<file path="config.mk">
export PLATFORM = sky130hd
export DESIGN_NAME = e3_rx_overhead_strobe_port
export DESIGN_NICKNAME = d
export VERILOG_FILES = /design/src/rtl/oh_word_buffer.v /design/src/rtl/e3_rx_overhead_strobe_port.v
export VERILOG_INCLUDE_DIRS = /design/src /design/src/rtl
export SDC_FILE = /design/constraint.sdc
export NUM_CORES = 1
export LEC_CHECK = 0
export BUFFER_PORTS_ARGS = -buffer_cell sky130_fd_sc_hd__buf_2
export CAP_MARGIN = 30
export CORE_ASPECT_RATIO = 1.1
export CORE_MARGIN = 4
export CORE_UTILIZATION = 40
export DETAILED_ROUTE_END_ITERATION = 8
export GPL_ROUTABILITY_DRIVEN = 0
export GPL_TIMING_DRIVEN = 0
export RECOVER_POWER = 50
export SLEW_MARGIN = 20
export SYNTH_ARGS = -nofsm -noshare
export SYNTH_HDL_FRONTEND = slang
export SYNTH_SLANG_ARGS = --single-unit
</file>
<file path="constraint.sdc">
create_clock -name clk -period 2.55 [get_ports clk]
set_clock_uncertainty 0.2 [all_clocks]
set_input_delay 0.3825 -clock clk [delete_from_list [all_inputs] [get_ports clk]]
set_output_delay 0.3825 -clock clk [all_outputs]
set_load 0.03 [all_outputs]
</file>
<file path="src/rtl/e3_rx_overhead_map.vh">
`ifndef E3_RX_OVERHEAD_MAP_VH
`define E3_RX_OVERHEAD_MAP_VH

// overhead word carried per frame: 10 alignment bits, alarm bit, national
`define OH_WORD_W        12
`define OH_MSB           11
`define OH_LAST_BIT      4'hB
`define OH_FIRST_BIT     4'h0
`define OH_IDX_W         4
`define OH_WORD_RESET    12'h000

// bit positions of the word, first bit sent is the highest
`define OH_ALIGN_MSB     11
`define OH_ALIGN_LSB     2
`define OH_ALARM_BIT     1
`define OH_NATIONAL_BIT  0

// output clock periods per overhead bit and the strobe slot within it
`define SLOT_W           3
`define SLOT_LAST        3'h7
`define SLOT_FIRST       3'h0
`define SLOT_STROBE      3'h3

// nominal output clock rate in E3 operation, in kHz
`define E3_RATE_KHZ      34368

// two-entry word buffer
`define BUF_DEPTH        2
`define BUF_CNT_W        2
`define BUF_CNT_EMPTY    2'h0
`define BUF_CNT_ONE      2'h1
`define BUF_CNT_FULL     2'h2
`define BUF_PTR_RESET    1'h0

// sequencer states
`define ST_W             1
`define ST_IDLE          1'h0
`define ST_SEND          1'h1

`endif

</file>
<file path="src/rtl/oh_word_buffer.v">
`timescale 1ns/1ps
`include "e3_rx_overhead_map.vh"

// two-entry buffer of overhead words with valid and ready on both sides
module oh_word_buffer (
  input  wire                  clk,
  input  wire                  rst_b,
  input  wire                  in_valid,
  input  wire [`OH_MSB:0]      in_data,
  output wire                  in_ready,
  output wire                  out_valid,
  output wire [`OH_MSB:0]      out_data,
  input  wire                  out_ready
);

  reg  [`OH_MSB:0]     mem_reg [0:`BUF_DEPTH-1];
  reg                  wr_ptr_reg;
  reg                  rd_ptr_reg;
  reg  [`BUF_CNT_W-1:0] cnt_reg;
  wire                 push;
  wire                 pop;

  // full and empty come straight from the occupancy count
  assign in_ready  = (cnt_reg != `BUF_CNT_FULL);
  assign out_valid = (cnt_reg != `BUF_CNT_EMPTY);
  assign out_data  = mem_reg[rd_ptr_reg];
  assign push      = in_valid & in_ready;
  assign pop       = out_valid & out_ready;

  // pointers and occupancy
  always @(posedge clk or negedge rst_b) begin
    if (!rst_b) begin
      wr_ptr_reg <= `BUF_PTR_RESET;
      rd_ptr_reg <= `BUF_PTR_RESET;
      cnt_reg    <= `BUF_CNT_EMPTY;
    end else begin
      if (push)
        wr_ptr_reg <= ~wr_ptr_reg;
      if (pop)
        rd_ptr_reg <= ~rd_ptr_reg;
      if (push & ~pop)
        cnt_reg <= cnt_reg + `BUF_CNT_ONE;
      else if (pop & ~push)
        cnt_reg <= cnt_reg - `BUF_CNT_ONE;
    end
  end

  // storage, written only on an accepted word
  always @(posedge clk or negedge rst_b) begin
    if (!rst_b) begin
      mem_reg[0] <= `OH_WORD_RESET;
      mem_reg[1] <= `OH_WORD_RESET;
    end else if (push) begin
      mem_reg[wr_ptr_reg] <= in_data;
    end
  end

endmodule // oh_word_buffer

</file>
<file path="src/rtl/e3_rx_overhead_strobe_port.v">
// Operation
// - overhead bits of each frame leave serially on the data output.
// - strobe is high one output clock period near each bit's centre.
// - marker is high for the whole first overhead bit of a frame.
// - output clock is line clock when loop timed, else local clock.
// - in E3 operation the output clock runs at 34.368 MHz.
// - counts 0 to 9 alignment bits 9 down to 0, 10 alarm, 11 national.
// - data output is always active; nothing can disable it.
`timescale 1ns/1ps
`include "e3_rx_overhead_map.vh"

module e3_rx_overhead_strobe_port (
  input  wire               clk,
  input  wire               rst_b,
  input  wire               rx_recovered_line_clock,
  input  wire               tx_local_input_clock,
  input  wire               loop_timing_select,
  input  wire               oh_word_valid,
  input  wire [`OH_MSB:0]   oh_word_data,
  output wire               oh_word_ready,
  output reg                rx_section_out_clock,
  output reg                rx_overhead_data,
  output reg                rx_overhead_strobe,
  output reg                rx_overhead_frame_marker
);

  // synchroniser stages for the pin inputs
  reg                  line_s1_reg;
  reg                  line_s2_reg;
  reg                  local_s1_reg;
  reg                  local_s2_reg;
  reg                  loop_s1_reg;
  reg                  loop_s2_reg;

  // sequencer state
  reg  [`ST_W-1:0]     state_reg;
  reg  [`ST_W-1:0]     state_next;
  reg  [`OH_MSB:0]     shift_reg;
  reg  [`OH_MSB:0]     shift_next;
  reg  [`OH_IDX_W-1:0] bit_idx_reg;
  reg  [`OH_IDX_W-1:0] bit_idx_next;
  reg  [`SLOT_W-1:0]   slot_reg;
  reg  [`SLOT_W-1:0]   slot_next;
  reg                  data_next;
  reg                  strobe_next;
  reg                  marker_next;
  reg                  pop;

  wire                 sel_clk;
  wire                 clk_rise;
  wire                 buf_valid;
  wire [`OH_MSB:0]     buf_data;
  wire                 bit_done;

  // word buffer between the framer core and the serial port
  oh_word_buffer u_buf (
    .clk       (clk),
    .rst_b     (rst_b),
    .in_valid  (oh_word_valid),
    .in_data   (oh_word_data),
    .in_ready  (oh_word_ready),
    .out_valid (buf_valid),
    .out_data  (buf_data),
    .out_ready (pop)
  );

  // two flip-flops on each pin before any logic sees it
  always @(posedge clk or negedge rst_b) begin
    if (!rst_b) begin
      line_s1_reg  <= 1'h0;
      line_s2_reg  <= 1'h0;
      local_s1_reg <= 1'h0;
      local_s2_reg <= 1'h0;
      loop_s1_reg  <= 1'h0;
      loop_s2_reg  <= 1'h0;
    end else begin
      line_s1_reg  <= rx_recovered_line_clock;
      line_s2_reg  <= line_s1_reg;
      local_s1_reg <= tx_local_input_clock;
      local_s2_reg <= local_s1_reg;
      loop_s1_reg  <= loop_timing_select;
      loop_s2_reg  <= loop_s1_reg;
    end
  end

  // timing source select
  // recovered line clock when loop timed, local oscillator otherwise
  assign sel_clk = loop_s2_reg ? line_s2_reg : local_s2_reg;

  // clock passed straight through
  // the output clock copies the selected source, so its rate is the
  // selected source's rate; the previous copy also serves as the edge reference
  always @(posedge clk or negedge rst_b) begin
    if (!rst_b)
      rx_section_out_clock <= 1'h0;
    else
      rx_section_out_clock <= sel_clk;
  end

  // rising edge of the output clock; port outputs change only here so
  // the terminal sees them settled at the following falling edge
  assign clk_rise = sel_clk & ~rx_section_out_clock;

  // last output clock period of the current bit
  assign bit_done = (slot_reg == `SLOT_LAST);

  // sequencer: one word per frame, each bit held for a fixed slot count
  always @* begin
    state_next   = state_reg;
    shift_next   = shift_reg;
    bit_idx_next = bit_idx_reg;
    slot_next    = slot_reg;
    data_next    = rx_overhead_data;
    strobe_next  = rx_overhead_strobe;
    marker_next  = rx_overhead_frame_marker;
    pop          = 1'h0;
    if (clk_rise) begin
      case (state_reg)
        `ST_IDLE: begin
          strobe_next = 1'h0;
          marker_next = 1'h0;
          if (buf_valid) begin
            pop          = 1'h1;
            shift_next   = buf_data;
            data_next    = buf_data[`OH_MSB];
            marker_next  = 1'h1;
            bit_idx_next = `OH_FIRST_BIT;
            slot_next    = `SLOT_FIRST;
            state_next   = `ST_SEND;
          end
        end
        `ST_SEND: begin
          slot_next   = slot_reg + 3'h1;
          strobe_next = (slot_next == `SLOT_STROBE);
          if (bit_done) begin
            slot_next = `SLOT_FIRST;
            if (bit_idx_reg == `OH_LAST_BIT) begin
              // next frame word follows back to back when it is ready
              marker_next = 1'h0;
              if (buf_valid) begin
                pop          = 1'h1;
                shift_next   = buf_data;
                data_next    = buf_data[`OH_MSB];
                marker_next  = 1'h1;
                bit_idx_next = `OH_FIRST_BIT;
              end else begin
                state_next = `ST_IDLE;
              end
            end else begin
              // alignment msb first
              // next bit shifts up to the top, alarm then national last
              shift_next   = {shift_reg[`OH_MSB-1:0], 1'h0};
              data_next    = shift_reg[`OH_MSB-1];
              marker_next  = 1'h0;
              bit_idx_next = bit_idx_reg + 4'h1;
            end
          end
        end
        default: begin
          state_next  = `ST_IDLE;
          strobe_next = 1'h0;
          marker_next = 1'h0;
        end
      endcase
    end
  end

  // no disable path
  // data and marker only move at the start of a bit; the output is never
  // gated off, it keeps the last bit while waiting for the next frame
  always @(posedge clk or negedge rst_b) begin
    if (!rst_b) begin
      state_reg                <= `ST_IDLE;
      shift_reg                <= `OH_WORD_RESET;
      bit_idx_reg              <= `OH_FIRST_BIT;
      slot_reg                 <= `SLOT_FIRST;
      rx_overhead_data         <= 1'h0;
      rx_overhead_strobe       <= 1'h0;
      rx_overhead_frame_marker <= 1'h0;
    end else begin
      state_reg                <= state_next;
      shift_reg                <= shift_next;
      bit_idx_reg              <= bit_idx_next;
      slot_reg                 <= slot_next;
      rx_overhead_data         <= data_next;
      rx_overhead_strobe       <= strobe_next;
      rx_overhead_frame_marker <= marker_next;
    end
  end

endmodule // e3_rx_overhead_strobe_port

</file>
==> results of run 1 <==
==> metal layers <==
| layer | wire length [um] | vias up |
|---|---|---|
| met3 | 205 | 6 |
| met4 | 91 | 0 |
| met5 | 0 | - |
| li1 | - | 790 |
| met2 | 2212 | 31 |
| met1 | 2167 | 797 |
==> placed cells by master, fill, tap and decap left out, types with 2 or more instances in the layout <==
master / synthesis / routed
clkbuf_1: 2 / 3
xnor2_1: 3 / 3
nand2_1: 17 / 17
a21o_1: 2 / 2
dlygate4sd3_1: 0 / 4
mux2i_1: 4 / 4
inv_1: 17 / 17
nor2_1: 5 / 5
nand3_1: 3 / 2
mux2_2: 34 / 34
bufinv_16: 0 / 3
xor2_1: 2 / 2
clkbuf_8: 0 / 10
buf_2: 4 / 25
a32o_1: 2 / 2
a32oi_1: 10 / 10
o21ai_0: 12 / 12
o2bb2ai_1: 4 / 4
ha_1: 5 / 5
dfrtp_1: 57 / 57
==> through the flow <==
step           instances  setup slack, ns  utilization  power (W)
3_3_place_gp         304           0.2143       0.4429   0.002592
6_report             324           0.2605       0.4898   0.003641
2_1_floorplan        202           0.5128            -   0.002338
3_5_place_dp         304           0.1640       0.4433   0.002635
4_1_cts              324           0.1389       0.4894   0.003676
5_1_grt              324          0.05024       0.4898   0.003904
==> worst max-delay path: cells and delay by family (launching register included) <==
kind / cells / cell delay (ns)
XOR/XNOR: 2 / 0.32
adder cells (fa/ha/maj): 3 / 0.59
AND/OR/NAND/NOR: 4 / 0.71
flip-flops: 1 / 0.38
==> power by group <==
part / total [W] / internal, W / switching, W
Sequential: 0.00150 / 0.00128 / 0.000216
Combinational: 0.00111 / 0.000568 / 0.000546
Clock: 0.00103 / 0.000674 / 0.000351
Total: 0.00364 / 0.00253 / 0.00111
==> area by class of cell <==
class / count / area, um2 / share of cell area
well taps: 80 / 100.1 / 0.03320
inverters: 17 / 63.81 / 0.02116
clock inverters: 5 / 102.6 / 0.03402
multi-input cells: 120 / 984.7 / 0.3266
plain buffers: 8 / 46.29 / 0.01535
repair buffers: 26 / 150.1 / 0.04979
clock buffers: 11 / 141.4 / 0.04689
flip-flops and latches: 57 / 1426 / 0.4730
==> final timing paths <==
path                                  from               end  slack (ns)  cells past startpoint
max reg2reg                    slot_reg[0]  u_buf.cnt_reg[1]        0.26                      9
min                        oh_word_data[9]  u_buf.mem_reg[9]        0.09                      2
max                            slot_reg[0]  u_buf.cnt_reg[1]        0.26                      9
min in group asynchronous            rst_b       slot_reg[0]        0.71                      2
max in group asynchronous            rst_b      shift_reg[5]        0.58                      2
min reg2reg                   local_s1_reg      local_s2_reg        0.15                      0
==> cell usage after synthesis (all sizes together) <==
| master | count |
|---|---|
| a21o | 3 |
| a21oi | 1 |
| a22o | 1 |
| a22oi | 1 |
| a31oi | 1 |
| a32o | 2 |
| a32oi | 10 |
| and2b | 1 |
| and3 | 1 |
| buf | 6 |
| clkbuf | 2 |
| dfrtp | 57 |
| ha | 5 |
| inv | 17 |
| mux2 | 34 |
| mux2i | 4 |
| nand2 | 17 |
| nand2b | 1 |
| nand3 | 3 |
| nand4b | 1 |
| nor2 | 5 |
| nor2b | 1 |
| nor3 | 2 |
| nor3b | 1 |
| o211ai | 1 |
| o21ai | 13 |
| o2bb2ai | 4 |
| or2 | 1 |
| or3 | 1 |
| xnor2 | 3 |
| xor2 | 2 |
==> cell families (layout without fill, tap and decap cells) <==
| group | Yosys count | in the layout | synth area share |
|---|---|---|---|
| XOR/XNOR | 5 | 5 | 0.01741 |
| AND/OR/NAND/NOR | 35 | 35 | 0.07012 |
| buffers and inverters | 25 | 67 | 0.04376 |
| adder cells (fa/ha/maj) | 5 | 5 | 0.02486 |
| multiplexers | 38 | 38 | 0.1681 |
| AO/OA/AOI/OAI | 37 | 37 | 0.1089 |
| flip-flops | 57 | 57 | 0.5669 |
==> repair_timing <==
item                                    in CTS  in global routing
resized for setup                            0                  1
endpoints found under the hold margin       60                  0
endpoints found under the setup margin       0                  1
hold buffers                                 4                  0
==> qor.yml, run 1 <==
place:
  dp_hpwl_mm: 3.218
  dpl_cell_area_um2: 2729
  io_buffers: 22
finish:
  syn_to_final_growth_pct: 19.84
  drive_gt1_frac: 0.3443
  fin_area_um2: 3015
  fillers: 597
  fin_nets: 262
  largest_reg_flops: 24
  antenna_cells: 0
global_routing:
  grt_pass1_wl_mm: 8.190
  grt_pass1_vias: 1711
  grt_usage: 0.1374
  use_met2: 0.2095
  use_met1: 0.1758
  antenna_found_initial: 0
  met3_usage: 0.04900
  grt_max_degree: 58
  grt.overflow.total: 0
  top_usage_layer: "met2"
yosys:
  synth_top_cell_by_area: "dfrtp_1"
  syn_area_um2: 2516
  synth_area_per_cell_um2: 12.46
  yosysSeqAreaShare: 0.5669
  ys_ff_latch: 57
  synth.net_count: 225
  synth_top_area_frac: 0.5669
  synthCells: 202
  synth_area_leaders: "dfrtp_1, mux2_2, a32oi_1"
  ys_types: 36
  yosys_warnings: 0
worst_setup_path:
  path_max_fanout: 9
  cp.arrival_ns: 2.34
  critPathMaxStageDelay_ns: 0.38
  setup.worst_path.start_class: "flip-flop"
  cp_slowest_cell: "dfrtp_1"
  required_ns: 2.60
  crit_type: "reg2reg"
  cpMostUsedCell: "ha_1"
  crit_path_end_kind: "flip-flop"
  path_cells: "ha_1 > ha_1 > nor2b_1 > nor3_4 > nand3_2 > ha_1 > xor2_1 > nor2_1 > xor2_1"
sta:
  hold_violations: 0
  whs_ns: 0.09410
  maxSlewViolCount: 0
  slew_headroom: 0.06047
  rsz0062_at_grt: "false"
  fin_crit_sh: 0.8979
  min_period_ns: 2.290
  setup_tns_ns: 0
  worst_pin_slew_ns: 1.409
  setup_viol: 0
  timing.fmax_mhz: 436.8
clocking:
  clkTransAtPathRegs_ns: 0.06
  clkSinkCount: 57
  htree_levels: 3
  cts_buffers: 9
  cts_tree: "yes"
  cts_buffer_depth: 2
  insertion_delay_ns: 0.33
  postCtsSetupRepairBufs: 0
  root_buffer: "clkbuf_8"
min_path:
  min_path_type: "in2reg"
outcome:
  status: "finished clean"
detailed_routing:
  drc: 0
  postRouteAntennaNets: 0
  routed_wl_mm: 4.677
  drt_iter0_drc: 116
  via_count: 1624
  viasPerCell: 5.012
  drt_first_pass_iters: 4
  wl_per_cell_um: 14.44
pwr:
  power.leakage_nw: 1.406
  ir_drop_v: 0.0004993
  cellPowerDensity_nw_per_um2: 1207
floorplanning:
  start_util: 0.4087
  fp.dieW_um: 83.62
  fp.dieH_um: 91.19
  io_pins: 23
  die-area_um2: 7625
  core_um2: 6156
  rows: 30
job:
  maxCapViolCount: 0
No activity file was read; power rests on OpenSTA's default activity.
==> run 2, diff against run 1 <==
--- a/config.mk
+++ b/config.mk
@@ -14,6 +14,7 @@
 export DETAILED_ROUTE_END_ITERATION = 8
 export GPL_ROUTABILITY_DRIVEN = 0
 export GPL_TIMING_DRIVEN = 0
+export MAX_ROUTING_LAYER = met4
 export RECOVER_POWER = 50
 export SLEW_MARGIN = 20
 export SYNTH_ARGS = -nofsm -noshare
==> run 2 against run 1 <==
  * Sequential power hardly changed
  * Count of clock-buffer cells in the layout stayed put
  * Die area stayed put
  * Critical endpoint unchanged
==> qor.yml, run 2 (synthesis results as in run 1) <==
worst_setup_path:
  required_ns: 2.60
  cp.arrival_ns: 2.32
  crit_path_end_kind: "flip-flop"
  path_max_fanout: 9
  path_cells: "ha_1 > ha_1 > nor2b_1 > nor3_4 > nand3_2 > ha_1 > xor2_1 > nor2_1 > xor2_1"
  cpMostUsedCell: "ha_1"
  cp_slowest_cell: "dfrtp_1"
  setup.worst_path.start_class: "flip-flop"
  critPathMaxStageDelay_ns: 0.38
  crit_type: "reg2reg"
  r2r_setup_slack_ns: 0.28
clocking:
  cts_tree: "yes"
  postCtsSetupRepairBufs: 0
  cts_buffers: 9
  clkSinkCount: 57
  htree_levels: 3
  insertion_delay_ns: 0.33
  clkTransAtPathRegs_ns: 0.06
  root_buffer: "clkbuf_8"
  cts_buffer_depth: 2
global_routing:
  antenna_found_initial: 0
  use_met1: 0.1782
  grt.overflow.total: 0
  grt_max_degree: 58
  grt_pass1_wl_mm: 8.211
  use_met2: 0.2089
  grt_usage: 0.1415
  grt_pass1_vias: 1709
  met3_usage: 0.04719
  top_usage_layer: "met2"
sta:
  slew_headroom: 0.07824
  rsz0062_at_grt: "false"
  setup_tns_ns: 0
  hold_violations: 0
  setup_viol: 0
  min_period_ns: 2.268
  worst_pin_slew_ns: 1.383
  maxSlewViolCount: 0
  fin_crit_sh: 0.8894
  timing.fmax_mhz: 440.9
  whs_ns: 0.09239
detailed_routing:
  routed_wl_mm: 4.686
  wl_per_cell_um: 14.46
  drt_first_pass_iters: 5
  drt_iter0_drc: 118
  viasPerCell: 5.009
  via_count: 1623
  postRouteAntennaNets: 0
  drc: 0
finish:
  drive_gt1_frac: 0.3443
  fin_nets: 262
  syn_to_final_growth_pct: 19.84
  final_common_cell: "dfrtp_1"
  largest_reg_flops: 24
  finalNonFillerCells: 324
  antenna_cells: 0
  final_cell_mix: "dfrtp_1, mux2_2, buf_2"
floorplanning:
  io_pins: 23
  core_um2: 6156
  fp.dieW_um: 83.62
  die-area_um2: 7625
  rows: 30
  fp.dieH_um: 91.19
  start_util: 0.4087
place:
  io_buffers: 22
  dp_hpwl_mm: 3.218
  place_inst: 304
outcome:
  status: "finished clean"
pwr:
  power.leakage_nw: 1.406
  cellPowerDensity_nw_per_um2: 1207
  ir_drop_v: 0.0004990
job:
  maxCapViolCount: 0
min_path:
  min_path_type: "in2reg"
[run 2: cell counts in the layout (fill, tap and decap cells not counted)]
Identical to the previous run, type by type.
[run 2: final timing paths]
kind                               endpoint  cells after the start            start
max                        u_buf.cnt_reg[1]                      9      slot_reg[0]
min                        u_buf.mem_reg[9]                      2  oh_word_data[9]
min in group asynchronous       slot_reg[0]                      2            rst_b
min reg2reg                    local_s2_reg                      0     local_s1_reg
max in group asynchronous      shift_reg[5]                      2            rst_b
max reg2reg                u_buf.cnt_reg[1]                      9      slot_reg[0]
[run 2: final cells by class]
| class | count | area (um2) |
|---|---|---|
| fillers | 597 | 3141 |
| flip-flops and latches | 57 | 1426 |
| multi-input cells | 120 | 984.7 |
| well taps | 80 | 100.1 |
| clock inverters | 5 | 102.6 |
| repair buffers | 26 | 150.1 |
| inverters | 17 | 63.81 |
| clock buffers | 11 | 141.4 |
| plain buffers | 8 | 46.29 |
[run 2: metrics by stage]
| stage | utilization | total power [W] | setup WS [ns] | instance area (um2) |
|---|---|---|---|---|
| 2_1_floorplan | - | 0.002338 | 0.5128 | 2516 |
| 3_3_place_gp | 0.4429 | 0.002592 | 0.2143 | 2726 |
| 3_5_place_dp | 0.4433 | 0.002635 | 0.1640 | 2729 |
| 4_1_cts | 0.4894 | 0.003676 | 0.1389 | 3013 |
| 5_1_grt | 0.4898 | 0.003905 | 0.04966 | 3015 |
| 6_report | 0.4898 | 0.003641 | 0.2821 | 3015 |
[run 2: timing repair]
action	in CTS	in global routing
hold buffers	4	0
endpoints found under the setup margin	0	1
gates resized for setup	0	1
endpoints found under the hold margin	60	0
[run 2: worst max-delay path: cells and delay by family (launching register included)]
family / cells / cell delay, ns
xor gates and xnor gates: 2 / 0.32
adders and majority gates: 3 / 0.59
DFF: 1 / 0.38
and+or+nand+nor: 4 / 0.69
[run 2: power by group]
group          total (W)  switching (W)  internal, W
clock            0.00103       0.000352     0.000674
sequential       0.00150       0.000217      0.00128
combinational    0.00111       0.000546     0.000568
total            0.00364        0.00111      0.00253
[run 2: metal layers]
metal / vias to the layer above / part of all wire
met5: - / 0
met2: 29 / 0.47
li1: 789 / -
met1: 797 / 0.47
met3: 8 / 0.036
met4: 0 / 0.020
